File: src/core/sram_port_pkg.sv
package sram_port_pkg;

	localparam int ADDR_W = 18;
	localparam int DATA_W = 18;
	localparam int BEATS_MAX = 4;

	// memory clock derived from the system clock
	localparam int SYS_CLK_PERIOD_PS = 8000;
	localparam int MEM_CLK_PERIOD_NS = 160;
	localparam int QUARTER_CYCLES =
		(MEM_CLK_PERIOD_NS * 1000) / (4 * SYS_CLK_PERIOD_PS);
	localparam int SUB_W = 3;
	localparam logic [SUB_W-1:0] SUB_FIRST = 3'h0;
	localparam logic [SUB_W-1:0] SUB_LAST = SUB_W'(QUARTER_CYCLES - 1);
	localparam logic [SUB_W-1:0] SUB_PRE_LAST = SUB_W'(QUARTER_CYCLES - 2);

	// quarters of one memory clock period
	localparam logic [1:0] QTR_WCLK_RISE = 2'h0;
	localparam logic [1:0] QTR_K_RISE = 2'h1;
	localparam logic [1:0] QTR_WCLK_FALL = 2'h2;
	localparam logic [1:0] QTR_K_FALL = 2'h3;

	// clock pair values {positive, negative}
	localparam logic [1:0] CLK_PAIR_HIGH = 2'h2;
	localparam logic [1:0] CLK_PAIR_LOW = 2'h1;

	localparam logic [2:0] BURST2_BEATS = 3'h2;
	localparam logic [2:0] BURST4_BEATS = 3'h4;
	localparam logic [2:0] BEATS_NONE = 3'h0;
	localparam logic [2:0] BEAT_ONE = 3'h1;

	// echo edges between read address launch and first read beat
	localparam int READ_LAT_EDGES = 2;
	// sample delay after an echo edge, mid of the half period
	localparam logic [SUB_W-1:0] SAMPLE_DELAY = SUB_W'(QUARTER_CYCLES);

	typedef enum logic {SLOT_READ, SLOT_WRITE} slot_type;

	typedef struct packed {
		logic rd_req;
		logic wr_req;
		logic [ADDR_W-1:0] rd_addr;
		logic [ADDR_W-1:0] wr_addr;
		logic [BEATS_MAX-1:0][DATA_W-1:0] wr_data;
	} user_req_type;

	typedef struct packed {
		logic [ADDR_W-1:0] addr;
		logic rd_sel_n;
		logic wr_sel_n;
	} mem_cmd_type;

	typedef struct packed {
		logic valid;
		logic [BEATS_MAX-1:0][DATA_W-1:0] data;
	} rd_resp_type;

endpackage : sram_port_pkg

File: src/core/ddr_out_reg.sv
`timescale 1ns/1ps
`default_nettype none

// output register launched on either edge of the write clock or of the main clock
module ddr_out_reg #(
	parameter int W = 1,
	parameter logic [W-1:0] RESET_VAL = '0
) (
	input wire logic clk_sys,
	input wire logic rst_n,
	input wire logic rise_en,
	input wire logic fall_en,
	input wire logic [W-1:0] d_rise,
	input wire logic [W-1:0] d_fall,
	output var logic [W-1:0] q_reg
);

	always_ff @(posedge clk_sys) begin
		if (!rst_n) begin
			q_reg <= RESET_VAL;
		end else if (rise_en) begin
			q_reg <= d_rise;
		end else if (fall_en) begin
			q_reg <= d_fall;
		end
	end

endmodule : ddr_out_reg

`default_nettype wire

File: src/core/quad_rate_sram_port.sv
// Operation
// RULE1 - separate read and write data ports, one shared address bus
// RULE2 - data buses and main clock pair go through double-rate out registers
// RULE3 - burst-of-two part takes read address on main rise, write on inverse
// RULE4 - burst-of-four part takes both addresses on main clock rise only
// RULE5 - up to four data words move per memory clock cycle
// RULE6 - each negative clock is the exact inverse of its partner
// RULE7 - device drives both clock pairs; memory returns the echo pair
// RULE8 - single-clock mode: main pair times all, read out pair idle
// RULE9 - multi-device bank: drive both read out pair and main pair
// RULE10 - memory launches read words after each rise of timing clock pair
// RULE11 - echo pair is edge-aligned with read data and captures it
// RULE12 - write data from write clock; main clock shifted ninety degrees
// RULE13 - burst-of-two and burst-of-four address sampling both supported
// RULE14 - read and write requests may be issued in the same cycle
`timescale 1ns/1ps
`default_nettype none

module quad_rate_sram_port (
	input wire logic clk_sys,
	input wire logic rst_n,
	input wire logic burst4_mode,
	input wire logic multi_clock_mode,
	input wire sram_port_pkg::user_req_type user_req,
	output var logic req_ready,
	output var sram_port_pkg::rd_resp_type rd_resp,
	output var sram_port_pkg::mem_cmd_type mem_cmd,
	output var logic [sram_port_pkg::DATA_W-1:0] write_data_out,
	output var logic main_in_clock,
	output var logic main_in_clock_inv,
	output var logic read_out_clock,
	output var logic read_out_clock_inv,
	input wire logic [sram_port_pkg::DATA_W-1:0] read_data_in,
	input wire logic echo_clock,
	input wire logic echo_clock_inv
);

	localparam int DW = sram_port_pkg::DATA_W;
	localparam int LAT = sram_port_pkg::READ_LAT_EDGES;
	localparam int WR_LAUNCH_GAP = 2 * sram_port_pkg::QUARTER_CYCLES;

	////////////////////////////////////////////////////////////////////////
	// memory clock phase

	logic [sram_port_pkg::SUB_W-1:0] sub_reg;
	logic [1:0] quarter_reg;
	logic [3:0] enter_q;
	logic at_end;

	assign at_end = sub_reg == sram_port_pkg::SUB_LAST;

	always_ff @(posedge clk_sys) begin
		if (!rst_n) begin
			sub_reg <= sram_port_pkg::SUB_FIRST;
			quarter_reg <= sram_port_pkg::QTR_WCLK_RISE;
		end else if (at_end) begin
			sub_reg <= sram_port_pkg::SUB_FIRST;
			quarter_reg <= quarter_reg + 2'h1;
		end else begin
			sub_reg <= sub_reg + 3'h1;
		end
	end

	// enter_q[i]: the edge at which quarter i begins
	genvar gi;
	generate
		for (gi = 0; gi < 4; gi++) begin : g_enter
			assign enter_q[gi] = at_end && quarter_reg == 2'((gi + 3) % 4);
		end
	endgenerate

	////////////////////////////////////////////////////////////////////////
	// request acceptance and slots

	logic ready_reg;
	logic take;
	logic b4_reg;
	logic mc_reg;
	sram_port_pkg::slot_type slot_reg;
	sram_port_pkg::slot_type slot_next;
	sram_port_pkg::user_req_type op_reg;

	assign take = ready_reg;
	assign req_ready = ready_reg;

	// burst-of-four alternates a read slot and a write slot
	assign slot_next = (b4_reg && slot_reg == sram_port_pkg::SLOT_READ) ?
		sram_port_pkg::SLOT_WRITE : sram_port_pkg::SLOT_READ;

	always_ff @(posedge clk_sys) begin
		if (!rst_n) begin
			ready_reg <= 1'b0;
		end else begin
			ready_reg <= quarter_reg == sram_port_pkg::QTR_K_FALL &&
				sub_reg == sram_port_pkg::SUB_PRE_LAST &&
				(!b4_reg || slot_reg == sram_port_pkg::SLOT_WRITE);
		end
	end

	always_ff @(posedge clk_sys) begin
		if (!rst_n) begin
			slot_reg <= sram_port_pkg::SLOT_READ;
		end else if (enter_q[0]) begin
			slot_reg <= slot_next;
		end
	end

	// modes change whenever a request is taken, even while an earlier burst is in flight
	always_ff @(posedge clk_sys) begin
		if (!rst_n) begin
			b4_reg <= 1'b0;
			mc_reg <= 1'b0;
			op_reg <= '0;
		end else if (take) begin
			b4_reg <= burst4_mode; // RULE13
			mc_reg <= multi_clock_mode;
			op_reg <= user_req; // RULE14
		end
	end

	////////////////////////////////////////////////////////////////////////
	// shared address bus and selects

	logic rd_launch;
	logic wr_launch;

	assign rd_launch = enter_q[0] && slot_next == sram_port_pkg::SLOT_READ &&
		take && user_req.rd_req;
	assign wr_launch = op_reg.wr_req &&
		((enter_q[2] && !b4_reg) ||
		(enter_q[0] && slot_next == sram_port_pkg::SLOT_WRITE));

	always_ff @(posedge clk_sys) begin
		if (!rst_n) begin
			mem_cmd <= '{addr: '0, rd_sel_n: 1'b1, wr_sel_n: 1'b1};
		end else if (enter_q[0] &&
			slot_next == sram_port_pkg::SLOT_WRITE) begin
			mem_cmd.addr <= op_reg.wr_addr; // RULE4
			mem_cmd.rd_sel_n <= 1'b1;
			mem_cmd.wr_sel_n <= !op_reg.wr_req;
		end else if (enter_q[0]) begin
			mem_cmd.addr <= user_req.rd_addr; // RULE3 RULE4
			mem_cmd.rd_sel_n <= !rd_launch;
			mem_cmd.wr_sel_n <= 1'b1;
		end else if (enter_q[2] && !b4_reg) begin
			mem_cmd.addr <= op_reg.wr_addr; // RULE3 RULE1
			mem_cmd.rd_sel_n <= 1'b1;
			mem_cmd.wr_sel_n <= !op_reg.wr_req;
		end
	end

	////////////////////////////////////////////////////////////////////////
	// write data beats, one per write clock edge

	logic [sram_port_pkg::BEATS_MAX-1:0][DW-1:0] wq_reg;
	logic [2:0] wleft_reg;
	logic [1:0] wptr_reg;
	logic wclk_edge;
	logic beat_en;
	logic [DW-1:0] beat_word;
	logic [2:0] burst_beats;

	assign burst_beats = b4_reg ? sram_port_pkg::BURST4_BEATS :
		sram_port_pkg::BURST2_BEATS;
	assign wclk_edge = enter_q[0] || enter_q[2];
	assign beat_en = wr_launch ||
		(wclk_edge && wleft_reg != sram_port_pkg::BEATS_NONE);
	assign beat_word = wr_launch ? op_reg.wr_data[0] : wq_reg[wptr_reg];

	always_ff @(posedge clk_sys) begin
		if (!rst_n) begin
			wq_reg <= '0;
			wleft_reg <= sram_port_pkg::BEATS_NONE;
			wptr_reg <= 2'h0;
		end else if (wr_launch) begin
			// copy, since the next request may overwrite op_reg mid burst
			wq_reg <= op_reg.wr_data;
			wleft_reg <= burst_beats - 3'h1;
			wptr_reg <= 2'h1;
		end else if (beat_en) begin
			wleft_reg <= wleft_reg - 3'h1; // RULE5
			wptr_reg <= wptr_reg + 2'h1;
		end
	end

	ddr_out_reg #(.W(DW), .RESET_VAL('0)) u_wdata (
		.clk_sys(clk_sys),
		.rst_n(rst_n),
		.rise_en(beat_en && enter_q[0]), // RULE2 RULE12
		.fall_en(beat_en && enter_q[2]),
		.d_rise(beat_word),
		.d_fall(beat_word),
		.q_reg(write_data_out)
	);

	////////////////////////////////////////////////////////////////////////
	// clock pairs: main pair sits a quarter after the write clock

	logic [1:0] c_rise_val;

	ddr_out_reg #(.W(2), .RESET_VAL(sram_port_pkg::CLK_PAIR_LOW)) u_kpair (
		.clk_sys(clk_sys),
		.rst_n(rst_n),
		.rise_en(enter_q[1]), // RULE12 RULE2 RULE7
		.fall_en(enter_q[3]),
		.d_rise(sram_port_pkg::CLK_PAIR_HIGH), // RULE6
		.d_fall(sram_port_pkg::CLK_PAIR_LOW),
		.q_reg({main_in_clock, main_in_clock_inv})
	);

	// single-clock mode parks the read out pair low
	assign c_rise_val = mc_reg ? sram_port_pkg::CLK_PAIR_HIGH :
		sram_port_pkg::CLK_PAIR_LOW; // RULE8 RULE9

	ddr_out_reg #(.W(2), .RESET_VAL(sram_port_pkg::CLK_PAIR_LOW)) u_cpair (
		.clk_sys(clk_sys),
		.rst_n(rst_n),
		.rise_en(enter_q[1]), // RULE9 RULE7
		.fall_en(enter_q[3]),
		.d_rise(c_rise_val), // RULE6
		.d_fall(sram_port_pkg::CLK_PAIR_LOW),
		.q_reg({read_out_clock, read_out_clock_inv})
	);

	////////////////////////////////////////////////////////////////////////
	// read capture on echo clock edges

	logic [1:0] echo_s1_reg;
	logic [1:0] echo_s2_reg;
	logic [1:0] echo_s3_reg;
	logic [DW-1:0] rdq_s1_reg;
	logic [DW-1:0] rdq_s2_reg;
	logic echo_rise;
	logic echo_inv_rise;

	always_ff @(posedge clk_sys) begin
		if (!rst_n) begin
			// idle pair level, so release shows no false edge
			echo_s1_reg <= sram_port_pkg::CLK_PAIR_LOW;
			echo_s2_reg <= sram_port_pkg::CLK_PAIR_LOW;
			echo_s3_reg <= sram_port_pkg::CLK_PAIR_LOW;
			rdq_s1_reg <= '0;
			rdq_s2_reg <= '0;
		end else begin
			echo_s1_reg <= {echo_clock, echo_clock_inv};
			echo_s2_reg <= echo_s1_reg;
			echo_s3_reg <= echo_s2_reg;
			rdq_s1_reg <= read_data_in;
			rdq_s2_reg <= rdq_s1_reg;
		end
	end

	assign echo_rise = echo_s2_reg[1] && !echo_s3_reg[1];
	assign echo_inv_rise = echo_s2_reg[0] && !echo_s3_reg[0];

	// data is edge-aligned, so sample mid way to the next edge
	logic [sram_port_pkg::SUB_W-1:0] samp_cnt_reg;
	logic samp_main_reg;
	logic samp_now;

	assign samp_now = samp_cnt_reg == 3'h1;

	always_ff @(posedge clk_sys) begin
		if (!rst_n) begin
			samp_cnt_reg <= 3'h0;
			samp_main_reg <= 1'b0;
		end else if (echo_rise || echo_inv_rise) begin
			samp_cnt_reg <= sram_port_pkg::SAMPLE_DELAY; // RULE11
			samp_main_reg <= echo_rise;
		end else if (samp_cnt_reg != 3'h0) begin
			samp_cnt_reg <= samp_cnt_reg - 3'h1;
		end
	end

	// echo runs free; reads are tracked through a latency pipe
	logic pend_reg;
	logic [LAT-1:0] rd_pipe_reg;

	always_ff @(posedge clk_sys) begin
		if (!rst_n) begin
			pend_reg <= 1'b0;
			rd_pipe_reg <= '0;
		end else if (echo_rise) begin
			pend_reg <= rd_launch; // RULE10
			rd_pipe_reg <= {rd_pipe_reg[LAT-2:0], pend_reg || rd_launch};
		end else if (rd_launch) begin
			pend_reg <= 1'b1;
		end
	end

	logic [2:0] rleft_reg;
	logic [1:0] rptr_reg;
	logic rd_start;

	assign rd_start = samp_now && samp_main_reg && rd_pipe_reg[LAT-1] &&
		rleft_reg == sram_port_pkg::BEATS_NONE;

	always_ff @(posedge clk_sys) begin
		if (!rst_n) begin
			rleft_reg <= sram_port_pkg::BEATS_NONE;
			rptr_reg <= 2'h0;
			rd_resp <= '0;
		end else begin
			rd_resp.valid <= 1'b0;
			if (rd_start) begin
				rd_resp.data[0] <= rdq_s2_reg; // RULE11
				rleft_reg <= burst_beats - 3'h1;
				rptr_reg <= 2'h1;
			end else if (samp_now &&
				rleft_reg != sram_port_pkg::BEATS_NONE) begin
				rd_resp.data[rptr_reg] <= rdq_s2_reg; // RULE5
				rleft_reg <= rleft_reg - 3'h1;
				rptr_reg <= rptr_reg + 2'h1;
				rd_resp.valid <= rleft_reg == sram_port_pkg::BEAT_ONE;
			end
		end
	end

	////////////////////////////////////////////////////////////////////////
	// checks

	property p_k_inverse;
		@(posedge clk_sys) disable iff (!rst_n)
		main_in_clock_inv == !main_in_clock;
	endproperty
	a_k_inverse: assert property (p_k_inverse) // RULE6
		else $error("main clock pair not complementary");

	property p_c_inverse;
		@(posedge clk_sys) disable iff (!rst_n)
		read_out_clock_inv != read_out_clock;
	endproperty
	a_c_inverse: assert property (p_c_inverse) // RULE6
		else $error("read out clock pair not complementary");

	property p_single_clock_idle;
		@(posedge clk_sys) disable iff (!rst_n)
		(!mc_reg && enter_q[1]) |=> !read_out_clock [*4];
	endproperty
	a_single_clock_idle: assert property (p_single_clock_idle) // RULE8
		else $error("read out clock toggles in single-clock mode");

	property p_multi_clock_follow;
		@(posedge clk_sys) disable iff (!rst_n)
		(mc_reg && enter_q[1]) |=> read_out_clock && main_in_clock;
	endproperty
	a_multi_clock_follow: assert property (p_multi_clock_follow) // RULE9
		else $error("read out clock not driven in multi-clock mode");

	property p_k_shifted;
		@(posedge clk_sys) disable iff (!rst_n)
		$rose(main_in_clock) |->
			quarter_reg == sram_port_pkg::QTR_K_RISE &&
			sub_reg == sram_port_pkg::SUB_FIRST;
	endproperty
	a_k_shifted: assert property (p_k_shifted) // RULE12
		else $error("main clock rise not a quarter after write clock");

	property p_data_on_wclk;
		@(posedge clk_sys) disable iff (!rst_n)
		$changed(write_data_out) |-> sub_reg == sram_port_pkg::SUB_FIRST &&
			!quarter_reg[0];
	endproperty
	a_data_on_wclk: assert property (p_data_on_wclk) // RULE2
		else $error("write data changed off a write clock edge");

	property p_b2_write_addr;
		@(posedge clk_sys) disable iff (!rst_n)
		(!mem_cmd.wr_sel_n && !b4_reg) |->
			quarter_reg[1] && mem_cmd.rd_sel_n;
	endproperty
	a_b2_write_addr: assert property (p_b2_write_addr) // RULE3
		else $error("burst-of-two write address outside inverse clock half");

	property p_b4_slots;
		@(posedge clk_sys) disable iff (!rst_n)
		(b4_reg && !mem_cmd.wr_sel_n) |-> mem_cmd.rd_sel_n &&
			slot_reg == sram_port_pkg::SLOT_WRITE;
	endproperty
	a_b4_slots: assert property (p_b4_slots) // RULE4 RULE13
		else $error("burst-of-four write address not in its own slot");

	property p_concurrent;
		@(posedge clk_sys) disable iff (!rst_n)
		(take && user_req.rd_req && user_req.wr_req && !burst4_mode) |=>
			!mem_cmd.rd_sel_n ##WR_LAUNCH_GAP !mem_cmd.wr_sel_n;
	endproperty
	a_concurrent: assert property (p_concurrent) // RULE14 RULE1
		else $error("same-cycle read and write not both issued");

endmodule : quad_rate_sram_port

`default_nettype wire

File: config.mk
export PLATFORM = sky130hd
export DESIGN_NAME = quad_rate_sram_port
export DESIGN_NICKNAME = d
export VERILOG_FILES = /design/src/core/sram_port_pkg.sv /design/src/core/ddr_out_reg.sv /design/src/core/quad_rate_sram_port.sv
export SDC_FILE = /design/constraint.sdc
export NUM_CORES = 1
export LEC_CHECK = 0
export BUFFER_PORTS_ARGS = -buffer_cell sky130_fd_sc_hd__buf_2
export CAP_MARGIN = 40
export CORE_MARGIN = 10
export CORE_UTILIZATION = 60
export CTS_CLUSTER_DIAMETER = 150
export DETAILED_ROUTE_END_ITERATION = 7
export PLACE_DENSITY = 0.94
export SLEW_MARGIN = 20
export SYNTH_ARGS = -nofsm -noshare
export SYNTH_HDL_FRONTEND = slang
export SYNTH_HIERARCHICAL = 1
export SYNTH_SLANG_ARGS = --single-unit
File: constraint.sdc
create_clock -name clk_sys -period 4.5 [get_ports clk_sys]
set_clock_uncertainty 0.05 [all_clocks]
set_input_delay 0.45 -clock clk_sys [delete_from_list [all_inputs] [get_ports clk_sys]]
set_output_delay 0.45 -clock clk_sys [all_outputs]
set_load 0.01 [all_outputs]
# Word level (Yosys, flattened, before mapping)
# Cells that the tools add are included.
[op_classes]
n_addsub = 8
mul = 0
div_mod_pow = 0
order_cmp = 3
n_eq_ne = 7
n_shift = 0
muxes = 31
bitwise_logic = 5
n_reduce_logical = 54
[op_table]
columns = ["cell", "count"]
rows = [
  ["2-to-1 mux 18 bit", 7],
  ["bitwise mux 72 bit", 1],
  ["2-to-1 mux 20 bit", 3],
  ["binary-select mux 18 bit (select 2 bit)", 1],
  ["demux 18 bit (select 2 bit)", 1],
  ["logical AND 1 bit", 23],
  ["2-to-1 mux 3 bit", 7],
  ["nonzero test 2 bit", 7],
  ["nonzero test 3 bit", 4],
  ["subtractor 3 x 1 -> 3 bit (second input constant)", 4],
  ["OR reduction 2 bit", 5],
  ["2-to-1 mux 2 bit", 4],
  ["2-to-1 mux 1 bit", 7],
  ["adder 2 x 1 -> 2 bit (second input constant)", 3],
  ["== test 3 x 1 -> 1 bit (second input constant)", 2],
  ["logical OR 1 bit", 6],
  ["< comparator 2 x 3 -> 1 bit (second input constant)", 2],
  ["logical NOT 1 bit", 5],
  ["inverter 1 bit", 5],
  ["== test 2 bit (second input constant)", 2],
  ["adder 3 x 1 -> 3 bit (second input constant)", 1],
  ["== test 3 x 2 -> 1 bit (second input constant)", 1],
  ["== test 3 bit (second input constant)", 1],
  ["logical NOT 3 bit", 1],
  ["other kinds (5)", 5],
]
[word_totals]
ff_bits = 346
latchBits = 0
mem_bits_rw = 0
romBits = 0
input_bits = 134
out_inout_bits = 116
word_cells = 151
mem_count = 0

# Longest topological paths before layout
# Gate-level depths: netlist (run 1).
[logic_depth]
ltp_word = 10
mapped_depth = 13
mapped_depth_nobuf = 8

# By module
# Netlist (run 1), hierarchy kept.
[modules_own_cells]
columns = ["mod", "n_inst", "cells_each", "area_each_um2", "seq_area_each_um2"]
rows = [
  ["quad_rate_sram_port", 1, 1270, 12921.1, 6486.2],
  ["ddr_out_reg at u_wdata", 1, 79, 963.4, 360.3],
  ["ddr_out_reg at u_cpair ...", 2, 10, 101.3, 40.0],
]

# Least setup slack after synthesis (run 1)
# Ideal clock, no wire load.
[synth_path]
path_type = "reg2reg"
from = "register sub_reg[0] (netlist name)"
to = "register u_wdata.q_reg[10]"
setup_ns = 0.116
arrival_time_ns = 2.227
required_time_ns = 4.334
setup_slack_ns = 2.107
path_stages_with_launch = 14
path_buffers = 5
period_less_slack_ns = 2.393
path_cell_list = "dfxtp_1 inv_1 ha_1 and2_1 buf_4 o211a_1 buf_6 buf_6 nor2_1 nor2_1 buf_6 buf_12 mux2_4 o211a_1"
[synth_via]
elab_chain_cells = 8
elab_cells_between_ends = 16
cone_classes = "1 x eq/ne; 3 x mux; 12 x reduce/logical"
[synth_lines]
columns = ["item", "line_no", "text"]
rows = [
  ["start, declared", "quad_rate_sram_port.sv:45", "logic [sram_port_pkg::SUB_W-1:0] sub_reg;"],
  ["start signal, assigned", "quad_rate_sram_port.sv:54", "sub_reg <= sram_port_pkg::SUB_FIRST;"],
  ["start signal, assigned", "quad_rate_sram_port.sv:57", "sub_reg <= sram_port_pkg::SUB_FIRST;"],
  ["start signal, assigned", "quad_rate_sram_port.sv:60", "sub_reg <= sub_reg + 3'h1;"],
  ["== test 3 bit *", "quad_rate_sram_port.sv:50", "assign at_end = sub_reg == sram_port_pkg::SUB_LAST;"],
  ["logical AND 1 bit", "quad_rate_sram_port.sv:68", "assign enter_q[gi] = at_end && quarter_reg == 2'((gi + 3) % 4);"],
  ["logical AND 1 bit, on equally long branches", "quad_rate_sram_port.sv:130, quad_rate_sram_port.sv:131", ""],
  ["logical OR 1 bit", "quad_rate_sram_port.sv:130", "((enter_q[2] && !b4_reg) ||"],
  ["logical AND 1 bit", "quad_rate_sram_port.sv:129", "assign wr_launch = op_reg.wr_req &&"],
  ["2-to-1 mux 18 bit or logical OR 1 bit (tied branches)", "quad_rate_sram_port.sv:168, quad_rate_sram_port.sv:166", ""],
  ["2-to-1 mux 18 bit, or another cell as far along", "ddr_out_reg.sv:23", "end else if (fall_en) begin"],
  ["2-to-1 mux 18 bit or nonzero test 2 bit (tied branches)", "-", ""],
  ["end signal, assigned", "ddr_out_reg.sv:22", "q_reg <= d_rise;"],
  ["end signal, assigned", "ddr_out_reg.sv:24", "q_reg <= d_fall;"],
  ["end, declared", "ddr_out_reg.sv:15", "output var logic [W-1:0] q_reg"],
]
# Every way passes the cells marked *; elsewhere a longest branch is shown, timed or not. The select of a mux whose other input is x is not followed.
# A chain may end at the register's enable or synchronous reset.

# Worst setup path in the final report (run 1)
[layout_path]
from = "register sub_reg[0] (netlist name)"
to = "register u_wdata.q_reg[0]"
# The elaborated chain is that of the path after synthesis.

==> results.sh, run 1 <==
export IMPL_yosys_most_used_dff="dfxtp_1"
export IMPL_drt_total_wl_um=35300
export IMPL_syn2layout_area_growth_pct=18.4
export IMPL_vias=10600
export IMPL_synth_top_area_share_pct=49.2
export IMPL_min_period_over_period_pct=64.3
export IMPL_drive_above_1_share_pct=23.5
export IMPL_vias_per_cell=5.50
export IMPL_tns_ns=0
export IMPL_synthCells=1369
export IMPL_ys_seq_area_share_pct=49.2
export IMPL_first_global_vias=10700
export IMPL_slew_viol_final=0
export IMPL_holdBufCountCts=0
export IMPL_hold_end="echo_s1_reg[0]"
export IMPL_start_util_pct=60.6
export IMPL_synth_cell_area_um2=14100
export IMPL_synth_area_leaders="dfxtp_1 (49%), mux2i_1 (12%), nor2b_1 (6.8%), nand2_1 (5.2%), a21boi_1 (3.8%)"
export IMPL_cts_buffer_depth=3
export IMPL_grtUsageTotal_pct=22.5
export IMPL_status="completed"
export IMPL_root_buffer="clkbuf_16"
export IMPL_finalHoldViolCount=0
export IMPL_pre_cts_slack_ns=1.60
export IMPL_hpwl_um=24400
export IMPL_placedCellCount=1865
export IMPL_clock_sinks=346
export IMPL_fillers=1554
export IMPL_die_area_um2=30000
export IMPL_rows=56
export IMPL_synth_edf_count=0
export IMPL_crit_reg2reg_launch="sub_reg[0]"
export IMPL_cts_tree="yes"
export IMPL_synth_cell_type_count=46
export IMPL_p_clk_share_pct=46.7
export IMPL_pwr_density_cell_nw_per_um2=382
export IMPL_crit_required_ns=4.85
export IMPL_ys_top_cells_by_count="dfxtp_1 (346), nand2_1 (196), mux2i_1 (169), nor2b_1 (154), a21boi_1 (72)"
export IMPL_cts_resized=0
export IMPL_timing_slew_headroom_pct=47.4
export IMPL_clk_pin_slew_worst_paths_ns=0.06
export IMPL_r2r_slack_ns=1.61
export IMPL_comb_power_share_pct=4.3
export IMPL_clock_latency_ns=0.51
export IMPL_switching_share_pct=21.1
export IMPL_postLayoutCoreUtil_pct=71.7
export IMPL_grt_pass1_wl_um=56300
export IMPL_cp_start_kind="flop"
export IMPL_final_setup_viol_count=0
export IMPL_overflow=0
export IMPL_placed_cell_area_um2=15500
export IMPL_irDropWorstVdd_v=0.000334
export IMPL_synth_area_leader_cell="dfxtp_1"
export IMPL_min_from="echo_clock_inv"
export IMPL_rsz0062_at_grt="no"
export IMPL_p_sw_mw=1.34
export IMPL_h_tree_depth=2
export IMPL_synth_area_per_cell_um2=10.3
export IMPL_portBuffers=249
export IMPL_cp_end_kind="flop"
export IMPL_gp_congestion=0.842
export IMPL_antenna_left=0
export IMPL_crit_fanout=11
export IMPL_antenna_found_initial=1
export IMPL_ios=250
export IMPL_hold_depth=2
export IMPL_final_nets=1737
export IMPL_post_cts_buffers=0
export IMPL_routedWlPerCell_um=18.3
export IMPL_min_period_ns=2.89
export IMPL_crit_type="flop to flop"
export IMPL_synth_seq_cells=346
export IMPL_fin_cells=1928
export IMPL_dr_pass1_iters=5
export IMPL_hold_class="primary input to flop"
export IMPL_fin_area_um2=16700
export IMPL_arrival_ns=3.24
export IMPL_largest_reg_flops=91
export IMPL_route_detailed_drc=0
export IMPL_reg2reg_to="u_wdata/q_reg[0]"
export IMPL_power_leakage_nw=7.05
export IMPL_fmax_mhz=346
export IMPL_maxCapViolations=0
export IMPL_ff2ff_path_depth=9
export IMPL_synthMostInstantiatedCell="dfxtp_1"
export IMPL_sequentialPowerShare_pct=49.0
export IMPL_core_region_area_um2=23300
export IMPL_ys_warn_count=6
export IMPL_cts_buffers=36
export IMPL_intPower_mw=5.02
export IMPL_fin_ws_ns=1.61
export IMPL_drtIter0Drc=978
export IMPL_async_flop_share_pct=0
export IMPL_die_w_um=173
export IMPL_grt_max_degree=118
export IMPL_tightest_slew_ns=0.789
export IMPL_die_h_um=173
critical path: stages, from the launching register on:
cell     delay (ns)
dfxtp_1        0.33
inv_1          0.06
ha_1           0.20
and2_1         0.40
and3_1         0.36
nor2_1         0.11
nor2_2         0.47
buf_8          0.25
mux2_2         0.34
o211a_1        0.21
per-layer routing:
layer / part of all wire [%] / routed length (µm) / up-vias / track usage, %
met5: 0 / 0 / - / 0
met4: 3.4 / 1190 / 0 / 9.09
met3: 8.0 / 2810 / 102 / 6.60
met2: 46 / 16400 / 437 / 36.1
met1: 42 / 14900 / 5049 / 27.8
li1: - / - / 5009 / -
stage by stage:
stage | power [mW] | hold slack, ns
after floorplan | 3.36 | 0.336
after global placement | 3.45 | 0.341
after detailed placement | 3.46 | 0.343
after CTS | 6.40 | 0.0589
after global routing | 6.54 | 0.0695
final | 6.37 | 0.0744
worst max-delay path by stage:
stage	slack, ns	cells past startpoint	end	from
2_1_floorplan	2.11	13	u_wdata/q_reg[10]	sub_reg[0]
3_3_place_gp	1.45	8	u_wdata/q_reg[16]	sub_reg[0]
3_5_place_dp	1.60	9	u_wdata/q_reg[0]	sub_reg[0]
4_1_cts	1.60	9	u_wdata/q_reg[0]	sub_reg[0]
5_1_grt	1.40	9	u_wdata/q_reg[0]	sub_reg[0]
6_report	1.61	9	u_wdata/q_reg[0]	sub_reg[0]
layout make-up:
class                      count  area [µm²]  area share, %
antenna                        1        2.50         0.0150
clock buffer                  51        1040           6.22
clock inverter                11         149          0.892
inverter                      18        67.6          0.405
multi-input combinational    910        6550           39.3
sequential                   346        6930           41.5
tap                          319         399           2.39
timing repair buffer         272        1550           9.28
cell usage in the layout, fill, tap and decap left out, types with 6 or more instances in the layout:
master	count
dfxtp_1	345
mux2_4	11
buf_2	248
mux2i_1	169
mux2_2	9
a21boi_0	25
and2_1	44
nand2_1	196
o21ai_0	38
mux4_2	18
nor2_1	9
nor2b_1	154
inv_1	18
clkbuf_1	8
or2b_1	11
o211a_1	18
buf_4	14
conb_1	6
a21boi_1	72
ha_1	19
nand3_1	27
a21oi_1	22
xnor2_1	7
nand2b_1	14
clkbuf_8	6
and3_1	6
clkbuf_16	37
power groups by stage:
stage	Clock, mW	Sequential, mW	Combinational, mW
finish	2.97	3.12	0.275
global route	3.12	3.12	0.305
global placement	0	3.19	0.260
floorplan	0	3.18	0.179
CTS	3.00	3.12	0.276
detailed placement	0	3.19	0.274
kinds of logic after synthesis:
group	Yosys count	share of synthesized area, %
other	2	0.0533
AO/OA/AOI/OAI	192	9.63
buffers and inverters	117	4.59
XOR/XNOR	9	0.560
adder cells (fa/ha/maj)	19	1.69
flip-flops	346	49.2
multiplexers	207	16.8
AND/OR/NAND/NOR	477	17.5
(Power assumes the default switching activity.)
==> run 2: changes to the inputs <==
CORE_UTILIZATION = 50   (was 60)
PLACE_DENSITY = 0.84   (was 0.94)
clock period = 2.4 ns   (was 4.5 ns; I/O delays follow)
==> results.sh, run 2 (synthesized netlist as in run 1, its figures left out) <==
export IMPL_regArea_um2=6930
export IMPL_postLayoutCoreUtil_pct=65.9
export IMPL_largest_reg_flops=91
export IMPL_hold_end="op_reg[54]"
export IMPL_sequentialPowerShare_pct=45.9
export IMPL_hold_depth=3
export IMPL_timing_slew_headroom_pct=62.2
export IMPL_maxCapViolations=0
export IMPL_vias_per_cell=5.20
export IMPL_critPathSlowestCell="dfxtp_1"
export IMPL_min_period_ns=2.24
export IMPL_gp_congestion=0.821
export IMPL_fin_cells=2135
export IMPL_crit_type="flop to flop"
export IMPL_fillers=2022
export IMPL_crit_fanout=18
export IMPL_rows=61
export IMPL_clock_sinks=346
export IMPL_tns_ns=0
export IMPL_root_buffer="clkbuf_16"
export IMPL_reg2reg_to="u_wdata/q_reg[8]"
export IMPL_p_clk_share_pct=48.6
export IMPL_slew_viol_final=0
export IMPL_cp_end_kind="flop"
export IMPL_routedWlPerCell_um=18.2
export IMPL_cp_buffers_inverters=2
export IMPL_vias=11100
export IMPL_route_detailed_drc=0
export IMPL_grtUsageTotal_pct=21.0
export IMPL_pre_cts_slack_ns=0.0795
export IMPL_arrival_ns=2.61
export IMPL_mostFrequentLayoutCells="dfxtp_1 (345), buf_2 (248), nand2_1 (196), mux2i_1 (169), nor2b_1 (153)"
export IMPL_cts_tree="yes"
export IMPL_core_region_area_um2=27800
export IMPL_post_cts_buffers=0
export IMPL_drive_above_1_share_pct=22.6
export IMPL_clk_pin_slew_worst_paths_ns=0.06
export IMPL_final_nets=1879
export IMPL_pwr_density_cell_nw_per_um2=696
export IMPL_switching_share_pct=21.5
export IMPL_die_h_um=188
export IMPL_hold_class="primary input to flop"
export IMPL_power_leakage_nw=7.72
export IMPL_dr_pass1_iters=5
export IMPL_antenna_left=0
export IMPL_cp_start_kind="flop"
export IMPL_portBuffers=249
export IMPL_cp_top_family="compound AO/OA/AOI/OAI gates"
export IMPL_first_global_vias=11300
export IMPL_fmax_mhz=447
export IMPL_clock_latency_ns=0.52
export IMPL_ios=250
export IMPL_die_area_um2=35300
export IMPL_comb_power_share_pct=5.5
export IMPL_fin_ws_ns=0.162
export IMPL_crit_chain="inv_1 -> ha_1 -> nor2b_2 -> o211a_2 -> nor2_1 -> nor2_2 -> buf_12 -> mux2_4 -> o211a_1"
export IMPL_crit_required_ns=2.77
export IMPL_irDropWorstVdd_v=0.000462
export IMPL_grt_pass1_wl_um=61400
export IMPL_syn2layout_area_growth_pct=29.9
export IMPL_die_w_um=188
export IMPL_tightest_slew_ns=0.566
export IMPL_grt_max_degree=82
export IMPL_overflow=0
export IMPL_final_setup_viol_count=0
export IMPL_ff2ff_path_depth=9
export IMPL_placedCellCount=1932
export IMPL_status="completed"
export IMPL_drt_total_wl_um=38900
export IMPL_cts_buffers=38
export IMPL_multiInputGateArea_um2=6550
export IMPL_mostFrequentLayoutCell="dfxtp_1"
export IMPL_antenna_found_initial=2
export IMPL_crit_reg2reg_launch="quarter_reg[1]"
export IMPL_cpPeakStageDelay_ns=0.37
export IMPL_finalHoldViolCount=0
export IMPL_hpwl_um=24200
export IMPL_rsz0062_at_grt="no"
export IMPL_r2r_slack_ns=0.16
export IMPL_intPower_mw=10.0
export IMPL_h_tree_depth=2
export IMPL_start_util_pct=50.7
export IMPL_min_from="user_req[54]"
export IMPL_min_period_over_period_pct=93.3
export IMPL_drtIter0Drc=794
export IMPL_p_sw_mw=2.74
export IMPL_cts_buffer_depth=3
[run 2: changes by cell type in the layout (fill, tap and decap cells not counted), sizes merged, moves of 2 or more]
| cell | before | now |
|---|---|---|
| dlygate4sd3 | 0 | 131 |
| buf | 272 | 281 |
| clkbuf | 51 | 55 |
| clkinv | 7 | 4 |
| inv | 19 | 22 |
| clkinvlp | 0 | 2 |
[run 2: cell type report]
| cell class | instances | share of cell area [%] |
|---|---|---|
| diodes | 2 | 0.0273 |
| clock buffers | 55 | 6.27 |
| clock inverters | 14 | 1.10 |
| inverters | 18 | 0.369 |
| multi-input cells | 910 | 35.8 |
| flip-flops and latches | 346 | 37.9 |
| well taps | 378 | 2.58 |
| repair buffers | 412 | 16.0 |
[run 2: per-stage QoR]
step | power, mW | hold slack [ns] | cell area [µm²]
6_report | 12.7 | 0.0163 | 18300
4_1_cts | 12.8 | 0.00885 | 18300
2_1_floorplan | 6.30 | 0.291 | 14100
5_1_grt | 13.2 | 0.0198 | 18300
3_5_place_dp | 6.50 | 0.347 | 15600
3_3_place_gp | 6.48 | 0.352 | 15600
[run 2: worst max path at each step]
stage                   startpoint                end  depth (start not counted)
finish              quarter_reg[1]   u_wdata/q_reg[8]                          9
global route            sub_reg[0]  u_wdata/q_reg[15]                          9
CTS                 quarter_reg[1]   u_wdata/q_reg[1]                          9
detailed placement  quarter_reg[1]   u_wdata/q_reg[1]                          9
global placement    quarter_reg[1]   u_wdata/q_reg[3]                          9
floorplan               sub_reg[0]  u_wdata/q_reg[10]                         13
[run 2: repair_timing]
action	4_1_cts	5_1_grt
resized for setup	0	2
setup endpoints to repair	0	56
hold endpoints to repair	131	0
hold buffers	131	0
[run 2: metal layers]
metal	track usage (%)	vias to the layer above	wire length, µm
met1	25.4	5270	16000
met5	0	-	0
met3	5.42	67	2960
met2	35.6	456	19100
li1	-	5299	-
met4	7.17	0	940
[run 2: tightest hold or removal path, cell delays in order]
cell	delay [ns]
buf_2	0.08
mux2i_1	0.07
nor2b_1	0.15
[run 2: power by group through the flow]
stage / Sequential [mW] / Clock, mW / Combinational, mW
final: 5.85 / 6.19 / 0.706
after detailed placement: 5.98 / 0 / 0.526
after global placement: 5.98 / 0 / 0.508
after global routing: 5.86 / 6.52 / 0.772
after floorplan: 5.97 / 0 / 0.335
after CTS: 5.85 / 6.26 / 0.698
==> run 3: changes to the inputs <==
BUFFER_PORTS_ARGS = unset   (was -buffer_cell sky130_fd_sc_hd__buf_2)
CORE_UTILIZATION = 57   (was 50)
DONT_BUFFER_PORTS = 1   (was unset)
==> results.sh, run 3 (synthesized netlist as in run 1, its figures left out) <==
export IMPL_status="completed"
export IMPL_timing_slew_headroom_pct=45.8
export IMPL_grtUsageTotal_pct=24.5
export IMPL_syn2layout_area_growth_pct=26.9
export IMPL_start_util_pct=57.9
export IMPL_routedWlPerCell_um=20.3
export IMPL_root_buffer="clkbuf_16"
export IMPL_hold_depth=2
export IMPL_critPathSlowestCell="dlygate4sd3_1"
export IMPL_wl_met3_um=3890
export IMPL_switching_share_pct=21.3
export IMPL_cp_buffers_inverters=4
export IMPL_portBuffers=0
export IMPL_slew_viol_final=0
export IMPL_crit_type="flop to flop"
export IMPL_cts_buffer_depth=3
export IMPL_antenna_found_initial=3
export IMPL_arrival_ns=2.69
export IMPL_antenna_left=0
export IMPL_h_tree_depth=2
export IMPL_min_from="rst_n"
export IMPL_ff2ff_path_depth=9
export IMPL_crit_fanout=38
export IMPL_hold_class="primary input to flop"
export IMPL_grt_max_degree=185
export IMPL_maxCapViolations=0
export IMPL_ios=250
export IMPL_min_period_over_period_pct=97.9
export IMPL_irDropWorstVdd_v=0.000583
export IMPL_die_area_um2=31400
export IMPL_die_h_um=177
export IMPL_power_leakage_nw=7.23
export IMPL_cp_end_kind="flop"
export IMPL_grt_pass1_wl_um=62000
export IMPL_fin_area_um2=17900
export IMPL_wl_met1_um=15400
export IMPL_rows=57
export IMPL_vias_per_cell=5.53
export IMPL_tightest_slew_ns=0.813
export IMPL_overflow=0
export IMPL_cts_tree="yes"
export IMPL_regArea_um2=6930
export IMPL_comb_power_share_pct=4.8
export IMPL_finalHoldViolCount=0
export IMPL_fin_cells=1934
export IMPL_wl_met2_um=18900
export IMPL_drtIter0Drc=812
export IMPL_largest_reg_flops=91
export IMPL_fillers=1547
export IMPL_drive_above_1_share_pct=8.96
export IMPL_clock_sinks=346
export IMPL_crit_reg2reg_launch="quarter_reg[1]"
export IMPL_mostFrequentLayoutCell="dfxtp_1"
export IMPL_drt_total_wl_um=39300
export IMPL_cp_start_kind="flop"
export IMPL_tns_ns=0
export IMPL_reg2reg_to="mem_cmd[4]"
export IMPL_min_period_ns=2.35
export IMPL_r2r_slack_ns=0.05
export IMPL_final_setup_viol_count=0
export IMPL_cp_top_family="buffers and inverters"
export IMPL_routed_top_layer="met4"
export IMPL_crit_chain="inv_1 -> ha_1 -> nor2b_1 -> buf_4 -> o21a_1 -> buf_12 -> o21ai_1 -> dlygate4sd3_1 -> a21oi_1"
export IMPL_clock_latency_ns=0.52
export IMPL_fmax_mhz=426
export IMPL_core_region_area_um2=24300
export IMPL_rsz0062_at_grt="yes"
export IMPL_placedCellCount=1636
export IMPL_crit_required_ns=2.74
export IMPL_dr_pass1_iters=5
export IMPL_final_nets=1741
export IMPL_placed_cell_area_um2=14300
export IMPL_clk_pin_slew_worst_paths_ns=0.06
export IMPL_p_clk_share_pct=45.5
export IMPL_pwr_density_cell_nw_per_um2=660
export IMPL_cpPeakStageDelay_ns=0.60
export IMPL_gp_congestion=0.792
export IMPL_sequentialPowerShare_pct=49.7
export IMPL_multiInputGateArea_um2=6570
export IMPL_first_global_vias=11300
export IMPL_die_w_um=177
export IMPL_hpwl_um=22300
export IMPL_hold_end="u_wdata/q_reg[16]"
export IMPL_cts_buffers=37
export IMPL_mostFrequentLayoutCells="dfxtp_1 (345), dlygate4sd3_1 (235), nand2_1 (196), mux2i_1 (169), nor2b_1 (153)"
export IMPL_intPower_mw=9.29
export IMPL_vias=10700
export IMPL_route_detailed_drc=0
export IMPL_p_sw_mw=2.51
-- run 3: repair_timing --
action                     4_1_cts  5_1_grt
hold buffers                   236        0
pin swaps                        1        0
buffers inserted                 1        0
setup endpoints to repair        8       53
resized for setup                0       18
cloned                           0        0
hold endpoints to repair       346        0
-- run 3: final cells by class --
| class | instances | area share [%] |
|---|---|---|
| Timing Repair Buffer | 275 | 15.5 |
| Antenna cell | 3 | 0.0420 |
| Clock inverter | 5 | 0.210 |
| Inverter | 18 | 0.378 |
| Multi-Input combinational cell | 910 | 36.7 |
| Tap cell | 324 | 2.27 |
| Sequential cell | 346 | 38.8 |
| Clock buffer | 53 | 6.09 |
-- run 3: worst reg2reg max path, delay by kind of cell, from the launching register on --
family	cells	cell delay, ns
buffers and inverters	4	1.01
DFF	1	0.36
AOI/OAI and AO/OA	3	0.44
and+or+nand+nor	1	0.16
adders and majority gates	1	0.21
-- run 3: layer usage --
metal	global-route usage (%)	up-vias
met5	0	-
met2	41.2	401
met1	28.7	5190
met4	8.44	0
li1	-	5027
met3	8.17	80
-- run 3: per-stage QoR --
step,setup WS (ns),util [%],hold WS (ns),power [mW]
3_3_place_gp,-0.312,58.8,0.294,6.30
6_report,0.0506,73.5,0.312,11.8
5_1_grt,-0.0402,73.5,0.295,12.1
2_1_floorplan,0.00703,-,0.291,6.30
4_1_cts,0.0332,73.3,0.181,11.8
3_5_place_dp,-0.0351,58.8,0.300,6.32
-- run 3: power by group through the flow --
| stage | Combinational [mW] | Sequential (mW) | Clock (mW) |
|---|---|---|---|
| 2_1_floorplan | 0.335 | 5.97 | 0 |
| 3_3_place_gp | 0.319 | 5.98 | 0 |
| 3_5_place_dp | 0.333 | 5.98 | 0 |
| 4_1_cts | 0.534 | 5.86 | 5.41 |
| 5_1_grt | 0.612 | 5.87 | 5.65 |
| 6_report | 0.564 | 5.86 | 5.37 |
-- run 3: how the worst max path moves through the flow --
| stage | from | to | cells past startpoint |
|---|---|---|---|
| 2_1_floorplan | sub_reg[0] | u_wdata/q_reg[10] | 13 |
| 3_3_place_gp | sub_reg[0] | u_wdata/q_reg[15] | 8 |
| 3_5_place_dp | quarter_reg[1] | u_wdata/q_reg[2] | 8 |
| 4_1_cts | samp_cnt_reg[1] | rd_resp[19] | 8 |
| 5_1_grt | quarter_reg[1] | mem_cmd[6] | 9 |
| 6_report | quarter_reg[1] | mem_cmd[4] | 9 |
